[src/hdl/pans_pkg.sv]
package pans_pkg;

  // profile image layout: S-registers, option byte, serial speed/parity
  localparam int         S_COUNT         = 16;
  localparam int         PROF_BYTES      = 18;
  localparam logic [4:0] OPT_IDX         = 5'h10;
  localparam logic [4:0] SER_IDX         = 5'h11;
  localparam int         NUM_SLOTS       = 4;
  localparam int         NUM_CHARS       = 36;
  localparam int         OPT_CLKSRC_LSB  = 0;
  localparam int         OPT_VERBOSE_BIT = 2;
  localparam int         CTRL_SYNC_BIT   = 0;
  localparam int         CTRL_SMODE2_BIT = 1;
  localparam int         CTRL_BLACK_BIT  = 2;
  localparam logic       EXTERNAL_UNIT   = 1'b1;

  // register offsets
  localparam logic [3:0] ADDR_CMD     = 4'h0;
  localparam logic [3:0] ADDR_STATUS  = 4'h1;
  localparam logic [3:0] ADDR_SIDX    = 4'h2;
  localparam logic [3:0] ADDR_SDATA   = 4'h3;
  localparam logic [3:0] ADDR_OPT     = 4'h4;
  localparam logic [3:0] ADDR_SERIAL  = 4'h5;
  localparam logic [3:0] ADDR_CTRL    = 4'h6;
  localparam logic [3:0] ADDR_RSEL    = 4'h7;
  localparam logic [3:0] ADDR_BLCALLS = 4'h8;
  localparam logic [3:0] ADDR_BARRED  = 4'h9;
  localparam logic [3:0] ADDR_ATT0    = 4'hA;
  localparam logic [3:0] ADDR_ATT3    = 4'hD;
  localparam logic [3:0] ADDR_NUMLEN  = 4'hE;

  // factory values
  localparam logic [7:0] FACTORY_SREG = 8'h00;
  localparam logic [7:0] FACTORY_OPT  = 8'h04;

  // command opcodes
  localparam logic [3:0] OP_STORE_PROF = 4'h1;
  localparam logic [3:0] OP_SET_RSEL   = 4'h2;
  localparam logic [3:0] OP_FACTORY    = 4'h3;
  localparam logic [3:0] OP_NUMSTORE   = 4'h4;
  localparam logic [3:0] OP_LIST       = 4'h5;
  localparam logic [3:0] OP_BLIST      = 4'h6;
  localparam logic [3:0] OP_RESULT     = 4'h7;

  // result codes
  localparam logic [2:0] RC_OK        = 3'h0;
  localparam logic [2:0] RC_CONNECT   = 3'h1;
  localparam logic [2:0] RC_RING      = 3'h2;
  localparam logic [2:0] RC_NOCARRIER = 3'h3;
  localparam logic [2:0] RC_ERROR     = 3'h4;

  // listing body lengths in characters
  localparam logic [7:0] LIST_LEN   = 8'h80;
  localparam logic [7:0] BL_ENTRIES = 8'h18;
  localparam logic [7:0] BLIST_LEN  = 8'h1D;

  // sync transmit clock from the internal divider
  localparam int SYS_CLK_HZ    = 40_000_000;
  localparam int SYNC_CLK_HZ   = 9600;
  localparam int SYNC_HALF_CYC = SYS_CLK_HZ / (2 * SYNC_CLK_HZ);

  // characters
  localparam logic [7:0] ASC_CR    = 8'h0D;
  localparam logic [7:0] ASC_LF    = 8'h0A;
  localparam logic [7:0] ASC_0     = 8'h30;
  localparam logic [7:0] ASC_EQ    = 8'h3D;
  localparam logic [7:0] ASC_SEMI  = 8'h3B;
  localparam logic [7:0] ASC_S     = 8'h53;
  localparam logic [7:0] ASC_C     = 8'h43;
  localparam logic [7:0] ASC_COLON = 8'h3A;
  localparam logic [7:0] ASC_SP    = 8'h20;

  typedef enum logic [3:0] {
    ST_LOAD   = 4'h0,
    ST_IDLE   = 4'h1,
    ST_NUMP   = 4'h3,
    ST_NUMWR  = 4'h2,
    ST_RESULT = 4'h6,
    ST_STORE  = 4'h7,
    ST_FACT   = 4'h5,
    ST_LIST   = 4'h4,
    ST_BLIST  = 4'hC
  } pans_state_type;

  typedef struct packed {
    logic [3:0] addr;
    logic [7:0] wdata;
    logic       wr;
    logic       rd;
  } pans_bus_type;

  typedef struct packed {
    logic       valid;
    logic [7:0] ch;
  } pans_char_type;

  typedef struct packed {
    pans_state_type  state;
    logic [7:0]      idx;
    logic [2:0]      code;
    logic            prof;
    logic            lastErr;
    logic [2:0]      ctrl;
    logic [7:0]      serial;
    logic [3:0]      sIdx;
    logic [7:0]      blCalls;
    logic [3:0]      barred;
    logic [3:0][7:0] att;
    logic            haveFirst;
    logic            locKnown;
    logic [7:0]      first;
    logic [1:0]      loc;
    logic [5:0]      len;
    logic            perr;
    logic [7:0]      rdata;
    pans_char_type   tx;
    logic [1:0]      dteSync;
    logic [1:0]      carSync;
    logic [11:0]     div;
    logic            intClk;
    logic            txClkOut;
  } pans_regs_type;

  localparam pans_regs_type REGS_RESET = '0;

endpackage : pans_pkg

[src/hdl/profile_and_number_store.sv]
// Added by the designer: the placing of the registers and the strobed register port.
`timescale 1ns/1ps
module profile_and_number_store
(
  // clock and reset
  input  wire logic                   sys_clk,
  input  wire logic                   rstn,
  // register port
  input  wire pans_pkg::pans_bus_type bus,
  output logic [7:0]                  rdata,
  // terminal characters in and out
  input  wire pans_pkg::pans_char_type rxIn,
  output pans_pkg::pans_char_type     txOut,
  input  wire logic                   txReady,
  // synchronous clock pins
  input  wire logic                   dteTxClk,
  input  wire logic                   carrierClk,
  output logic                        txClkOut
);

  pans_pkg::pans_regs_type r;
  pans_pkg::pans_regs_type next_r;

  // memories: active profile, nonvolatile store, scratch line
  logic [7:0] activeMem  [pans_pkg::PROF_BYTES];
  logic [7:0] storedMem  [2][pans_pkg::PROF_BYTES];
  logic [7:0] numMem     [pans_pkg::NUM_SLOTS][pans_pkg::NUM_CHARS];
  logic [5:0] numLen     [pans_pkg::NUM_SLOTS];
  logic [7:0] scratch    [pans_pkg::NUM_CHARS];
  logic       resetSel;

  // write ports of the memories
  logic       actWe, stoWe, numWe, lenWe, scrWe, rselWe, rselD;
  logic [4:0] actAddr;
  logic [7:0] actData;
  logic [7:0] stoData;
  logic [5:0] scrAddr;
  logic [7:0] scrData;

  // decimal digit of an 8-bit value, place 2 = hundreds
  function automatic logic [7:0] decDigit(input logic [7:0] v,
                                          input logic [1:0] place);
    logic [7:0] d;
    d = 8'(v % 8'd10);
    if (place == 2'd2)
      d = 8'(v / 8'd100);
    else if (place == 2'd1)
      d = 8'((v / 8'd10) % 8'd10);
    return pans_pkg::ASC_0 + d;
  endfunction : decDigit

  // verbose word of a result code, space padded
  function automatic logic [79:0] resWord(input logic [2:0] code);
    logic [79:0] w;
    unique case (code)
      pans_pkg::RC_OK:        w = "OK        ";
      pans_pkg::RC_CONNECT:   w = "CONNECT   ";
      pans_pkg::RC_RING:      w = "RING      ";
      pans_pkg::RC_NOCARRIER: w = "NO CARRIER";
      pans_pkg::RC_ERROR:     w = "ERROR     ";
      default:                w = "          ";
    endcase
    return w;
  endfunction : resWord

  function automatic logic [7:0] resLen(input logic [2:0] code);
    logic [7:0] n;
    unique case (code)
      pans_pkg::RC_OK:        n = 8'h02;
      pans_pkg::RC_CONNECT:   n = 8'h07;
      pans_pkg::RC_RING:      n = 8'h04;
      pans_pkg::RC_NOCARRIER: n = 8'h0A;
      pans_pkg::RC_ERROR:     n = 8'h05;
      default:                n = 8'h00;
    endcase
    return n;
  endfunction : resLen

  // dial digits and modifiers that a slot may hold
  function automatic logic storable(input logic [7:0] c);
    return (c >= 8'h30 && c <= 8'h39) || (c >= 8'h41 && c <= 8'h44) ||
           c == 8'h2A || c == 8'h23 || c == 8'h2C || c == 8'h3B ||
           c == 8'h21 || c == 8'h40 || c == 8'h57 || c == 8'h54 ||
           c == 8'h50 || c == 8'h52 || c == pans_pkg::ASC_S;
  endfunction : storable

  // next state of the whole block
  always_comb
  begin
    logic       verbose;
    logic [7:0] pre, k, bodyLen, bodyCh, emCh, bk, ek;
    logic [1:0] e;
    logic       emEnd, emSkip, slotFree, post2, doStore;
    logic [7:0] c;
    logic [79:0] w;
    next_r   = r;
    actWe    = 1'b0;
    actAddr  = '0;
    actData  = '0;
    stoWe    = 1'b0;
    stoData  = '0;
    numWe    = 1'b0;
    lenWe    = 1'b0;
    scrWe    = 1'b0;
    scrAddr  = r.len;
    scrData  = '0;
    rselWe   = 1'b0;
    rselD    = 1'b0;
    doStore  = 1'b0;
    c        = rxIn.ch;
    verbose  = activeMem[pans_pkg::OPT_IDX][pans_pkg::OPT_VERBOSE_BIT];
    pre      = verbose ? 8'h02 : 8'h00;
    k        = r.idx - pre;
    w        = resWord(r.code);
    bodyCh   = '0;
    emCh     = '0;
    emEnd    = 1'b0;
    emSkip   = 1'b0;
    bk       = '0;
    bodyLen  = '0;
    post2    = 1'b0;
    ek       = '0;
    e        = '0;
    slotFree = !r.tx.valid || txReady;
    if (r.tx.valid && txReady)
      next_r.tx.valid = 1'b0;

    // synchronisers and internal transmit clock divider
    next_r.dteSync = {r.dteSync[0], dteTxClk};
    next_r.carSync = {r.carSync[0], carrierClk};
    if (r.div == 12'(pans_pkg::SYNC_HALF_CYC - 1))
    begin
      next_r.div    = '0;
      next_r.intClk = !r.intClk;
    end
    else
      next_r.div = r.div + 12'h001;
    next_r.txClkOut = r.intClk;
    if (activeMem[pans_pkg::OPT_IDX][1:0] == 2'd1 && pans_pkg::EXTERNAL_UNIT)
      next_r.txClkOut = r.dteSync[1];
    if (activeMem[pans_pkg::OPT_IDX][1:0] == 2'd2)
      next_r.txClkOut = r.carSync[1];
    if (!r.ctrl[pans_pkg::CTRL_SYNC_BIT])
      next_r.txClkOut = 1'b0;

    unique case (r.state)
      pans_pkg::ST_RESULT: bodyLen = verbose ? resLen(r.code) : 8'h01;
      pans_pkg::ST_LIST:   bodyLen = pans_pkg::LIST_LEN;
      default:             bodyLen = pans_pkg::BLIST_LEN;
    endcase
    post2 = verbose || r.state != pans_pkg::ST_RESULT;
    if (r.state == pans_pkg::ST_LIST)
      unique case (k[2:0])
        3'd0: bodyCh = pans_pkg::ASC_S;
        3'd1: bodyCh = pans_pkg::ASC_0 + {7'h00, k[6:3] > 4'd9};
        3'd2: bodyCh = decDigit({4'h0, k[6:3]}, 2'd0);
        3'd3: bodyCh = pans_pkg::ASC_COLON;
        3'd7: bodyCh = pans_pkg::ASC_SP;
        default: bodyCh = decDigit(activeMem[k[6:3]], 2'(3'd6 - k[2:0]));
      endcase
    else if (r.state == pans_pkg::ST_BLIST)
    begin
      // barred slots with attempts, then calls
      e  = 2'(k / 8'd6);
      ek = 8'(k % 8'd6);
      bk = k - pans_pkg::BL_ENTRIES;
      if (k < pans_pkg::BL_ENTRIES)
        unique case (ek)
          8'd0:    bodyCh = pans_pkg::ASC_0 + {6'h00, e};
          8'd1:    bodyCh = pans_pkg::ASC_COLON;
          8'd5:    bodyCh = pans_pkg::ASC_SP;
          default: bodyCh = decDigit(r.att[e], 2'(8'd4 - ek));
        endcase
      else
        unique case (bk)
          8'd0:    bodyCh = pans_pkg::ASC_C;
          8'd1:    bodyCh = pans_pkg::ASC_COLON;
          default: bodyCh = decDigit(r.blCalls, 2'(8'd4 - bk));
        endcase
      emSkip = k < pans_pkg::BL_ENTRIES && !r.barred[e];
    end
    else
      bodyCh = verbose ? w[79 - 8 * int'(k[3:0]) -: 8]
                       : pans_pkg::ASC_0 + {5'h00, r.code};
    if (verbose && r.idx < 8'h02)
      emCh = r.idx[0] ? pans_pkg::ASC_LF : pans_pkg::ASC_CR;
    else if (k < bodyLen)
      emCh = bodyCh;
    else if (k == bodyLen)
      emCh = pans_pkg::ASC_CR;
    else if (k == bodyLen + 8'h01 && post2)
      emCh = pans_pkg::ASC_LF;
    else
      emEnd = 1'b1;

    unique case (r.state)
      pans_pkg::ST_LOAD:
      begin
        // stored profile into active after reset
        actWe   = 1'b1;
        actAddr = r.idx[4:0];
        actData = storedMem[resetSel][r.idx[4:0]];
        if (r.idx[4:0] == pans_pkg::SER_IDX)
          next_r.serial = actData;
        next_r.idx = r.idx + 8'h01;
        if (r.idx == 8'(pans_pkg::PROF_BYTES - 1))
          next_r.state = pans_pkg::ST_IDLE;
      end
      pans_pkg::ST_STORE:
      begin
        // active profile into chosen stored profile
        stoWe   = 1'b1;
        stoData = activeMem[r.idx[4:0]];
        if (r.idx[4:0] == pans_pkg::SER_IDX)
          stoData = r.serial;
        next_r.idx = r.idx + 8'h01;
        // result only after the last byte
        if (r.idx == 8'(pans_pkg::PROF_BYTES - 1))
        begin
          next_r.state = pans_pkg::ST_RESULT;
          next_r.idx   = '0;
          next_r.code  = pans_pkg::RC_OK;
        end
      end
      pans_pkg::ST_FACT:
      begin
        // factory reload leaves reset selection alone
        actWe   = 1'b1;
        actAddr = r.idx[4:0];
        actData = (r.idx[4:0] == pans_pkg::OPT_IDX) ? pans_pkg::FACTORY_OPT
                                                     : pans_pkg::FACTORY_SREG;
        next_r.idx = r.idx + 8'h01;
        if (r.idx[4:0] == pans_pkg::OPT_IDX)
        begin
          next_r.state = pans_pkg::ST_RESULT;
          next_r.idx   = '0;
          next_r.code  = pans_pkg::RC_OK;
        end
      end
      pans_pkg::ST_NUMP:
        if (rxIn.valid)
        begin
          if (c == pans_pkg::ASC_CR)
          begin
            if (!r.locKnown)
              next_r.loc = 2'd0;
            next_r.idx   = '0;
            next_r.state = r.perr ? pans_pkg::ST_RESULT : pans_pkg::ST_NUMWR;
            next_r.code  = pans_pkg::RC_ERROR;
          end
          else if (!r.haveFirst && !r.locKnown)
          begin
            next_r.haveFirst = c != pans_pkg::ASC_EQ;
            next_r.locKnown  = c == pans_pkg::ASC_EQ;
            next_r.first     = c;
            doStore          = c != pans_pkg::ASC_EQ;
          end
          else if (!r.locKnown)
          begin
            next_r.locKnown = 1'b1;
            doStore         = c != pans_pkg::ASC_EQ;
            if (c == pans_pkg::ASC_EQ)
            begin
              // slot from the character before the delimiter
              next_r.len  = '0;
              next_r.loc  = r.first[1:0];
              next_r.perr = r.perr || r.first < pans_pkg::ASC_0 ||
                            r.first > pans_pkg::ASC_0 + 8'h03;
            end
          end
          else
            doStore = 1'b1;
        end
      pans_pkg::ST_NUMWR:
      begin
        // copy line into the addressed slot
        numWe      = 1'b1;
        next_r.idx = r.idx + 8'h01;
        if (r.idx == 8'(pans_pkg::NUM_CHARS - 1))
        begin
          // zero length marks the slot empty; its characters are still copied from the scratch line
          lenWe        = 1'b1;
          next_r.state = pans_pkg::ST_RESULT;
          next_r.idx   = '0;
          next_r.code  = pans_pkg::RC_OK;
        end
      end
      pans_pkg::ST_RESULT, pans_pkg::ST_LIST, pans_pkg::ST_BLIST:
        if (emEnd)
        begin
          next_r.idx   = '0;
          next_r.code  = pans_pkg::RC_OK;
          next_r.state = (r.state == pans_pkg::ST_RESULT) ?
                         pans_pkg::ST_IDLE : pans_pkg::ST_RESULT;
        end
        else if (emSkip)
          next_r.idx = r.idx + 8'h01;
        else if (slotFree)
        begin
          next_r.tx.valid = 1'b1;
          next_r.tx.ch    = emCh;
          next_r.idx      = r.idx + 8'h01;
        end
      default:
        if (bus.wr && bus.addr == pans_pkg::ADDR_CMD)
        begin
          next_r.idx  = '0;
          next_r.prof = bus.wdata[4];
          next_r.code = bus.wdata[6:4];
          unique case (bus.wdata[3:0])
            pans_pkg::OP_STORE_PROF: next_r.state = pans_pkg::ST_STORE;
            pans_pkg::OP_FACTORY:    next_r.state = pans_pkg::ST_FACT;
            pans_pkg::OP_LIST:       next_r.state = pans_pkg::ST_LIST;
            pans_pkg::OP_RESULT:     next_r.state = pans_pkg::ST_RESULT;
            pans_pkg::OP_SET_RSEL:
            begin
              // selection stored when the command runs
              rselWe       = 1'b1;
              rselD        = bus.wdata[4];
              next_r.state = pans_pkg::ST_RESULT;
              next_r.code  = pans_pkg::RC_OK;
            end
            pans_pkg::OP_NUMSTORE:
            begin
              next_r.state     = pans_pkg::ST_NUMP;
              next_r.haveFirst = 1'b0;
              next_r.locKnown  = 1'b0;
              next_r.loc       = '0;
              next_r.len       = '0;
              next_r.perr      = 1'b0;
            end
            pans_pkg::OP_BLIST:
            begin
              next_r.state = pans_pkg::ST_RESULT;
              next_r.code  = pans_pkg::RC_ERROR;
              if (r.ctrl[pans_pkg::CTRL_BLACK_BIT])
                next_r.state = pans_pkg::ST_BLIST;
            end
            default: next_r.idx = r.idx;
          endcase
        end
    endcase

    // dial character filter and refusals
    if (doStore)
    begin
      // refused modifiers turn into an error
      if (c == pans_pkg::ASC_S || (c == pans_pkg::ASC_SEMI &&
          r.ctrl[pans_pkg::CTRL_SMODE2_BIT]))
        next_r.perr = 1'b1;
      else if (storable(c) && r.len < 6'(pans_pkg::NUM_CHARS))
      begin
        scrWe      = 1'b1;
        scrAddr    = next_r.len;
        scrData    = c;
        next_r.len = next_r.len + 6'h01;
      end
    end
    if (next_r.state == pans_pkg::ST_RESULT && r.state != pans_pkg::ST_RESULT)
      next_r.lastErr = next_r.code == pans_pkg::RC_ERROR;

    // register writes
    if (bus.wr)
      unique case (bus.addr)
        pans_pkg::ADDR_SIDX:    next_r.sIdx    = bus.wdata[3:0];
        pans_pkg::ADDR_SERIAL:  next_r.serial  = bus.wdata;
        pans_pkg::ADDR_CTRL:    next_r.ctrl    = bus.wdata[2:0];
        pans_pkg::ADDR_BLCALLS: next_r.blCalls = bus.wdata;
        pans_pkg::ADDR_BARRED:  next_r.barred  = bus.wdata[3:0];
        pans_pkg::ADDR_SDATA, pans_pkg::ADDR_OPT:
          if (r.state == pans_pkg::ST_IDLE)
          begin
            actWe   = 1'b1;
            actData = bus.wdata;
            actAddr = (bus.addr == pans_pkg::ADDR_OPT) ? pans_pkg::OPT_IDX
                                                       : {1'b0, r.sIdx};
          end
        default:
          if (bus.addr >= pans_pkg::ADDR_ATT0 &&
              bus.addr <= pans_pkg::ADDR_ATT3)
            next_r.att[bus.addr[1:0] - 2'd2] = bus.wdata;
      endcase

    // register reads, data valid one cycle later only
    next_r.rdata = '0;
    if (bus.rd)
      unique case (bus.addr)
        pans_pkg::ADDR_STATUS:
          next_r.rdata = {6'h00, r.lastErr, r.state != pans_pkg::ST_IDLE};
        pans_pkg::ADDR_SIDX:    next_r.rdata = {4'h0, r.sIdx};
        pans_pkg::ADDR_SDATA:   next_r.rdata = activeMem[{1'b0, r.sIdx}];
        pans_pkg::ADDR_OPT:     next_r.rdata = activeMem[pans_pkg::OPT_IDX];
        pans_pkg::ADDR_SERIAL:  next_r.rdata = r.serial;
        pans_pkg::ADDR_CTRL:    next_r.rdata = {5'h00, r.ctrl};
        pans_pkg::ADDR_RSEL:    next_r.rdata = {7'h00, resetSel};
        pans_pkg::ADDR_BLCALLS: next_r.rdata = r.blCalls;
        pans_pkg::ADDR_BARRED:  next_r.rdata = {4'h0, r.barred};
        pans_pkg::ADDR_NUMLEN:  next_r.rdata = {2'h0, numLen[r.sIdx[1:0]]};
        default:
          if (bus.addr >= pans_pkg::ADDR_ATT0 &&
              bus.addr <= pans_pkg::ADDR_ATT3)
            next_r.rdata = r.att[bus.addr[1:0] - 2'd2];
      endcase
  end

  // state register
  always_ff @(posedge sys_clk)
  begin
    if (!rstn)
      r <= pans_pkg::REGS_RESET;
    else
      r <= next_r;
  end

  // memories keep their contents through reset
  always_ff @(posedge sys_clk)
  begin
    if (actWe)
      activeMem[actAddr] <= actData;
    if (stoWe)
      storedMem[r.prof][r.idx[4:0]] <= stoData;
    if (numWe)
      numMem[r.loc][r.idx[5:0]] <= scratch[r.idx[5:0]];
    if (lenWe)
      numLen[r.loc] <= r.len;
    if (scrWe)
      scratch[scrAddr] <= scrData;
    if (rselWe)
      resetSel <= rselD;
  end

  assign rdata    = r.rdata;
  assign txOut    = r.tx;
  assign txClkOut = r.txClkOut;

endmodule : profile_and_number_store

[config.mk]
export PLATFORM = sky130hd
export DESIGN_NAME = profile_and_number_store
export DESIGN_NICKNAME = d
export VERILOG_FILES = /design/src/hdl/pans_pkg.sv /design/src/hdl/profile_and_number_store.sv
export SDC_FILE = /design/constraint.sdc
export NUM_CORES = 1
export LEC_CHECK = 0
export BUFFER_PORTS_ARGS = -buffer_cell sky130_fd_sc_hd__buf_2
export CAP_MARGIN = 20
export CORE_UTILIZATION = 43
export DETAILED_ROUTE_END_ITERATION = 6
export SETUP_SLACK_MARGIN = 0.05
export SLEW_MARGIN = 10
export SYNTH_ARGS = -nofsm -noshare
export SYNTH_HDL_FRONTEND = slang
export SYNTH_SLANG_ARGS = --single-unit
[constraint.sdc]
create_clock -name sys_clk -period 13.6 [get_ports sys_clk]
set_input_delay 2.04 -clock sys_clk [delete_from_list [all_inputs] [get_ports sys_clk]]
set_output_delay 2.04 -clock sys_clk [all_outputs]
set_load 0.01 [all_outputs]
==> flow_summary.toml, run 1 <==
[place]
gp_congestion = 0.9062
place.detailed.hpwl_mm = 73.53
preCtsSetupSlack_ns = 1.288
placedInstanceArea_um2 = 35860
io_buffers = 45
place.detailed.instances = 4010

[pwr]
finalPower_mw = 4.890
peakVddDrop_mv = 0.1110
pwrdens_nw_per_um2 = 128.6
power.leakage_nw = 11.90

[yosys]
synth_cells = 3090
number_of_synthesized_flops_with_an_enable_pin = 457
synth-main-ff-cell = "edfxtp_1"
syn-cell-area_um2 = 34800
synth.distinct_cells = 111
yosysWarnings = 0
asyncSetResetFlopFracSynth_pct = 0
synth.net_count = 3184
synth.ff_latch_count = 597
avgSynthCellArea_um2 = 11.26
synth.yosys.seq_area_share_pct = 47.49

[finish]
final_core_util_pct = 47.81
layout_common_cells = "edfxtp_1 (457), nor2_1 (327), nand2_1 (227), mux4_2 (192), o21ai_0 (158)"
layout_commonest_cell = "edfxtp_1"
drive_gt1_share_pct = 15.96
final_net_count = 3118
layout.cells.non_filler = 4127
post-route-cell-area_um2 = 38020
area_growth_pct = 9.244

[cts]
cts_root_buf = "clkbuf_16"
clock_tree.htree_level_count = 2
tritoncts.num_buffers = 61
post_cts_hold_buffer_count = 0
tritoncts_clock_tree = "done"
clkLatencyLatePin_ns = 0.65
cts.repair_timing.setup_buffer_count = 0
tritoncts_num_sinks = 597
postCtsResizedCells = 0
cts_max_path_buffers = 3
clock_input_transition_at_the_sequential_cells_of_the_worst_setup_and_hold_paths_ns = 0.07

[die]
die_h_um = 286.5
top_level_ports = 46
floorplan.rows = 103
die_area_um2 = 82070
core_area_um2 = 79520
floorplan.die.width_um = 286.5
initial_core_util_pct = 43.77

[timing]
finalCriticalPeriod_ns = 12.57
fin_skew_ns = 0.05066
maxSlewHeadroom_pct = 25.20
hold_viol_final = 0
final_min_period_over_clock_period_pct = 92.41
worstMarginPinSlew_ns = 1.122
timing.final.setup_violations = 0
holdWs_ns = 0.4158
rsz0062_at_grt = "no"
max_freq_mhz = 79.57
finalSetupTns_ns = 0
layout_setup_ws_ns = 1.032
timing_max_transition_violations_final = 0

[setup_path]
critPathSlowestCell = "edfxtp_1"
crit_required_ns = 14.12
cp-start-kind = "flop"
crit_type = "flop to flop"
worst-endpoint-arrival_ns = 13.08
critPathMaxFanout = 68
worst_setup_ep_type = "flop"
crit_top_cell = "ha_1"
critical_path.max_stage_delay_ns = 0.74

[grt]
first_global_vias = 25665
grt_start_max_net_pins = 88
grtUsageMet1_pct = 35.18
met3_usage_pct = 3.975
grt_use_met2_pct = 39.79
grt_antenna_before_repair = 3
grt.overflow.total = 0
first_pass_grt_wire_length_mm = 159.0
gr-max-usage-layer = "met2"
total_track_usage_pct = 25.13

[routing]
totalWireLength_mm = 104.9
ant_nets = 0
via_count = 26784
route.detailed.drc = 23
drt_iter0_drc = 3262
drt-wirelength-per-cell_um = 25.42
dr.pass1.iters = 7
via_density_per_instance = 6.490

[min_path]
holdCritPathClass = "flop to flop"

[status]
violations = "design-rule violations"
outcome = "finished, violations left"

[run]
max_cap_violations = 0
-- power breakdown --
part           switching (mW)  internal (mW)  total (mW)
Sequential             0.0238           1.96        1.98
Combinational           0.723          0.402        1.13
Clock                   0.721           1.06        1.78
-- Yosys cell counts, types with 11 or more instances --
cell | count | area (µm²)
edfxtp_1 | 457 | 13720
nor2_1 | 328 | 1231
nand2_1 | 227 | 852.1
mux4_2 | 192 | 4324
clkbuf_1 | 169 | 634.4
a21oi_1 | 163 | 815.8
o21ai_0 | 163 | 815.8
dfxtp_1 | 140 | 2803
mux2i_1 | 97 | 970.9
inv_1 | 81 | 304.0
ha_1 | 66 | 825.8
nand3_1 | 64 | 320.3
nor3_1 | 64 | 320.3
a211oi_1 | 44 | 330.3
o211ai_1 | 39 | 292.8
and2_1 | 36 | 225.2
nand2b_1 | 35 | 219.0
nor2b_1 | 33 | 206.5
o22ai_1 | 31 | 193.9
xnor2_1 | 31 | 271.5
a21o_1 | 30 | 225.2
a22oi_1 | 28 | 210.2
xor2_1 | 28 | 245.2
nor4_1 | 24 | 150.1
buf_1 | 21 | 78.83
buf_4 | 21 | 157.7
nand4_1 | 21 | 131.4
and3_1 | 20 | 125.1
a31oi_1 | 19 | 118.9
or3_1 | 19 | 118.9
o31ai_1 | 18 | 135.1
a221oi_1 | 16 | 140.1
a222oi_1 | 16 | 160.2
o21a_1 | 16 | 120.1
o221ai_1 | 15 | 131.4
buf_2 | 14 | 70.07
o2111ai_1 | 12 | 105.1
a21boi_0 | 11 | 82.58
a32oi_1 | 11 | 96.34
or2_2 | 11 | 68.82
-- flip-flops by register name, summed over array words and instances (netlist names), named ones only --
register,cells
rdata,8
numLen,24
txClkOut,1
txOut,9
r,78
resetSel,1
next_r,2
storedMem,288
activeMem,144
-- cell families (layout without fill, tap and decap cells) --
logic type	after synthesis	in the layout	share of synthesized area (%)
simple gates	943	943	12.98
compound gates	796	796	15.95
flops	597	597	47.49
buf+inv	323	309	3.872
mux	300	300	15.63
fa+ha+maj	69	69	2.459
xor+xnor	62	62	1.625
other cells	0	1	0
-- worst max-delay path: cells and delay by family (launching register included) --
kind                     cells  cell delay, ns
adder cells (fa/ha/maj)      7            2.11
buffers and inverters        6            1.87
AO/OA/AOI/OAI               14            3.33
XOR/XNOR                     2            0.51
AND/OR/NAND/NOR             11            3.09
flip-flops                   1            0.74
multiplexers                 4            0.77
-- per-layer routing --
metal | routed length (µm) | up-vias
li1 | - | 11901
met1 | 44520 | 13322
met2 | 48620 | 1339
met3 | 8470 | 220
met4 | 3302 | 2
met5 | 19 | -
-- cell type report --
class	instances	area (µm²)
well taps	1050	1314
repair buffers	102	656.9
multi-input cells	2170	17010
diodes	1	2.502
inverters	92	345.3
clock inverters	38	509.2
fillers	7090	41500
clock buffers	77	1638
flip-flops and latches	597	16540
-- final timing paths --
path                            cells past startpoint                  startpoint  slack, ns                    end
worst min-delay path                                1       next_r[17]$_SDFF_PN0_       0.42       r[17]$_SDFF_PN0_
worst min register to register                      1       next_r[17]$_SDFF_PN0_       0.42       r[17]$_SDFF_PN0_
worst max register to register                     44  activeMem[16][2]$_DFFE_PP_       1.03  txOut[6]$_SDFFE_PN0P_
worst max-delay path                               44  activeMem[16][2]$_DFFE_PP_       1.03  txOut[6]$_SDFFE_PN0P_
(Power assumes the default switching activity.)
==> run 2: changes to the inputs <==
--- a/config.mk
+++ b/config.mk
@@ -7,8 +7,11 @@
 export LEC_CHECK = 0
 export BUFFER_PORTS_ARGS = -buffer_cell sky130_fd_sc_hd__buf_2
 export CAP_MARGIN = 20
+export CELL_PAD_IN_SITES_DETAIL_PLACEMENT = 0
+export CELL_PAD_IN_SITES_GLOBAL_PLACEMENT = 1
 export CORE_UTILIZATION = 43
 export DETAILED_ROUTE_END_ITERATION = 6
+export PLACE_DENSITY_LB_ADDON = 0.1
 export SETUP_SLACK_MARGIN = 0.05
 export SLEW_MARGIN = 10
 export SYNTH_ARGS = -nofsm -noshare
==> run 2 against run 1 <==
The run still ends with design-rule violations left. Non-clock buffer count increased by 13. Die area did not move. Global-route usage grew 1.8 points. Combinational power hardly changed. Clock skew decreased by 0.0064 ns. Sequential share of layout area is 0.39 points lower. Total power grew 2.3%. Flip-flop and latch count unchanged. Critical endpoint unchanged. Largest power group unchanged.
==> flow_summary.toml, run 2 (synthesis gave the netlist of run 1 again) <==
[run]
max_cap_violations = 0

[min_path]
timing.hold.worst_path_depth = 1
holdCritPathClass = "flop to flop"

[timing]
rsz0062_at_grt = "no"
maxSlewHeadroom_pct = 26.28
finalCriticalPeriod_ns = 12.42
hold_viol_final = 0
timing.final.setup_violations = 0
max_freq_mhz = 80.50
final_min_period_over_clock_period_pct = 91.34
timing_max_transition_violations_final = 0
worstMarginPinSlew_ns = 1.102
finalSetupTns_ns = 0
fin_skew_ns = 0.04426

[cts]
cts.repair_timing.setup_buffer_count = 0
postCtsResizedCells = 0
tritoncts.num_buffers = 70
post_cts_hold_buffer_count = 0
tritoncts_num_sinks = 597
clock_input_transition_at_the_sequential_cells_of_the_worst_setup_and_hold_paths_ns = 0.06
tritoncts_clock_tree = "done"
cts_root_buf = "clkbuf_16"
clock_tree.htree_level_count = 3
cts_max_path_buffers = 3
clkLatencyLatePin_ns = 0.64

[finish]
largest_register_ff_count = 288
layout_commonest_cell = "edfxtp_1"
final_net_count = 3140
post-route-cell-area_um2 = 38360
drive_gt1_share_pct = 16.56
layout.cells.non_filler = 4153
area_growth_pct = 10.24
antennaDiodeCount = 0
layout_common_cells = "edfxtp_1 (457), nor2_1 (327), nand2_1 (227), mux4_2 (192), o21ai_0 (157)"

[setup_path]
critical_path.max_stage_delay_ns = 0.67
crit_top_cell = "ha_1"
r2r.worst_path.cells = 46
worst_setup_ep_type = "flop"
critPathSlowestCell = "a21oi_2"
crit_required_ns = 14.13
cp-start-kind = "flop"
total_stage_count_of_the_critical_path = 46
critPathTopFamily = "compound AO/OA/AOI/OAI gates"
buffering_stage_count_on_the_worst_path_with_inverters_included = 6
crit_type = "flop to flop"
critPathMaxFanout = 21
worst-endpoint-arrival_ns = 12.95

[grt]
grtUsageMet1_pct = 39.58
grt_start_max_net_pins = 87
grt.overflow.total = 0
grt_use_met2_pct = 40.63
first_pass_grt_wire_length_mm = 166.8
first_global_vias = 25440
gr-max-usage-layer = "met2"
total_track_usage_pct = 26.97
met3_usage_pct = 3.967
grt_antenna_before_repair = 4

[die]
floorplan.rows = 103
initial_core_util_pct = 43.77
top_level_ports = 46
die_area_um2 = 82070
floorplan.die.width_um = 286.5
die_h_um = 286.5
core_area_um2 = 79520

[place]
io_buffers = 45
placedInstanceArea_um2 = 35930
place.detailed.instances = 4018
gp_congestion = 0.9082
place.detailed.hpwl_mm = 77.76

[routing]
route.detailed.drc = 11
totalWireLength_mm = 112.1
drt_iter0_drc = 2963
drt-wirelength-per-cell_um = 26.99
via_count = 26684
dr.pass1.iters = 7
via_density_per_instance = 6.425
ant_nets = 0

[pwr]
power.switching_mw = 1.547
seq_power_share_pct = 39.5
p_clk_share_pct = 37.9
internal_power_mw = 3.455
peakVddDrop_mv = 0.1107
power_switching_share_pct = 30.92
pwrdens_nw_per_um2 = 130.4
power.leakage_nw = 12.06
comb_pwr_share_pct = 22.5

[status]
outcome = "finished, violations left"
violations = "design-rule violations"
[run 2: routing by layer]
metal,routed length [µm],up-vias
met4,3900,4
li1,-,11923
met2,49750,1113
met5,22,-
met1,50390,13436
met3,8023,208
[run 2: through the flow]
step / utilization (%) / setup slack [ns] / hold WS [ns] / total power, mW
final: 48.25 / 1.178 / 0.4398 / 5.001
after global routing: 48.25 / 0.2557 / 0.4559 / 5.198
after CTS: 48.17 / 1.400 / 0.4448 / 5.014
after detailed placement: 45.19 / 1.445 / 0.4319 / 3.119
after global placement: 45.11 / 1.785 / 0.4204 / 3.110
after floorplan: - / 2.520 / 0.4119 / 2.839
[run 2: worst paths after layout]
check        slack [ns]                  start               endpoint
max                1.18    r[120]$_SDFFE_PN0P_  txOut[6]$_SDFFE_PN0P_
min                0.44  next_r[15]$_SDFF_PN0_       r[15]$_SDFF_PN0_
max reg2reg        1.18    r[120]$_SDFFE_PN0P_  txOut[6]$_SDFFE_PN0P_
min reg2reg        0.44  next_r[15]$_SDFF_PN0_       r[15]$_SDFF_PN0_
[run 2: area by class of cell]
class / count / area (µm²)
multi-input cells: 2170 / 17020
clock buffers: 93 / 1969
repair buffers: 115 / 779.5
well taps: 1050 / 1314
flip-flops and latches: 597 / 16540
inverters: 92 / 345.3
fillers: 7070 / 41150
clock inverters: 36 / 397.9
[run 2: power by group through the flow]
| stage | Clock (mW) | Combinational, mW | Sequential (mW) |
|---|---|---|---|
| 3_3_place_gp | 0 | 1.09 | 2.02 |
| 6_report | 1.90 | 1.13 | 1.98 |
| 5_1_grt | 1.99 | 1.23 | 1.98 |
| 4_1_cts | 1.93 | 1.10 | 1.98 |
| 3_5_place_dp | 0 | 1.10 | 2.02 |
| 2_1_floorplan | 0 | 0.837 | 2.00 |
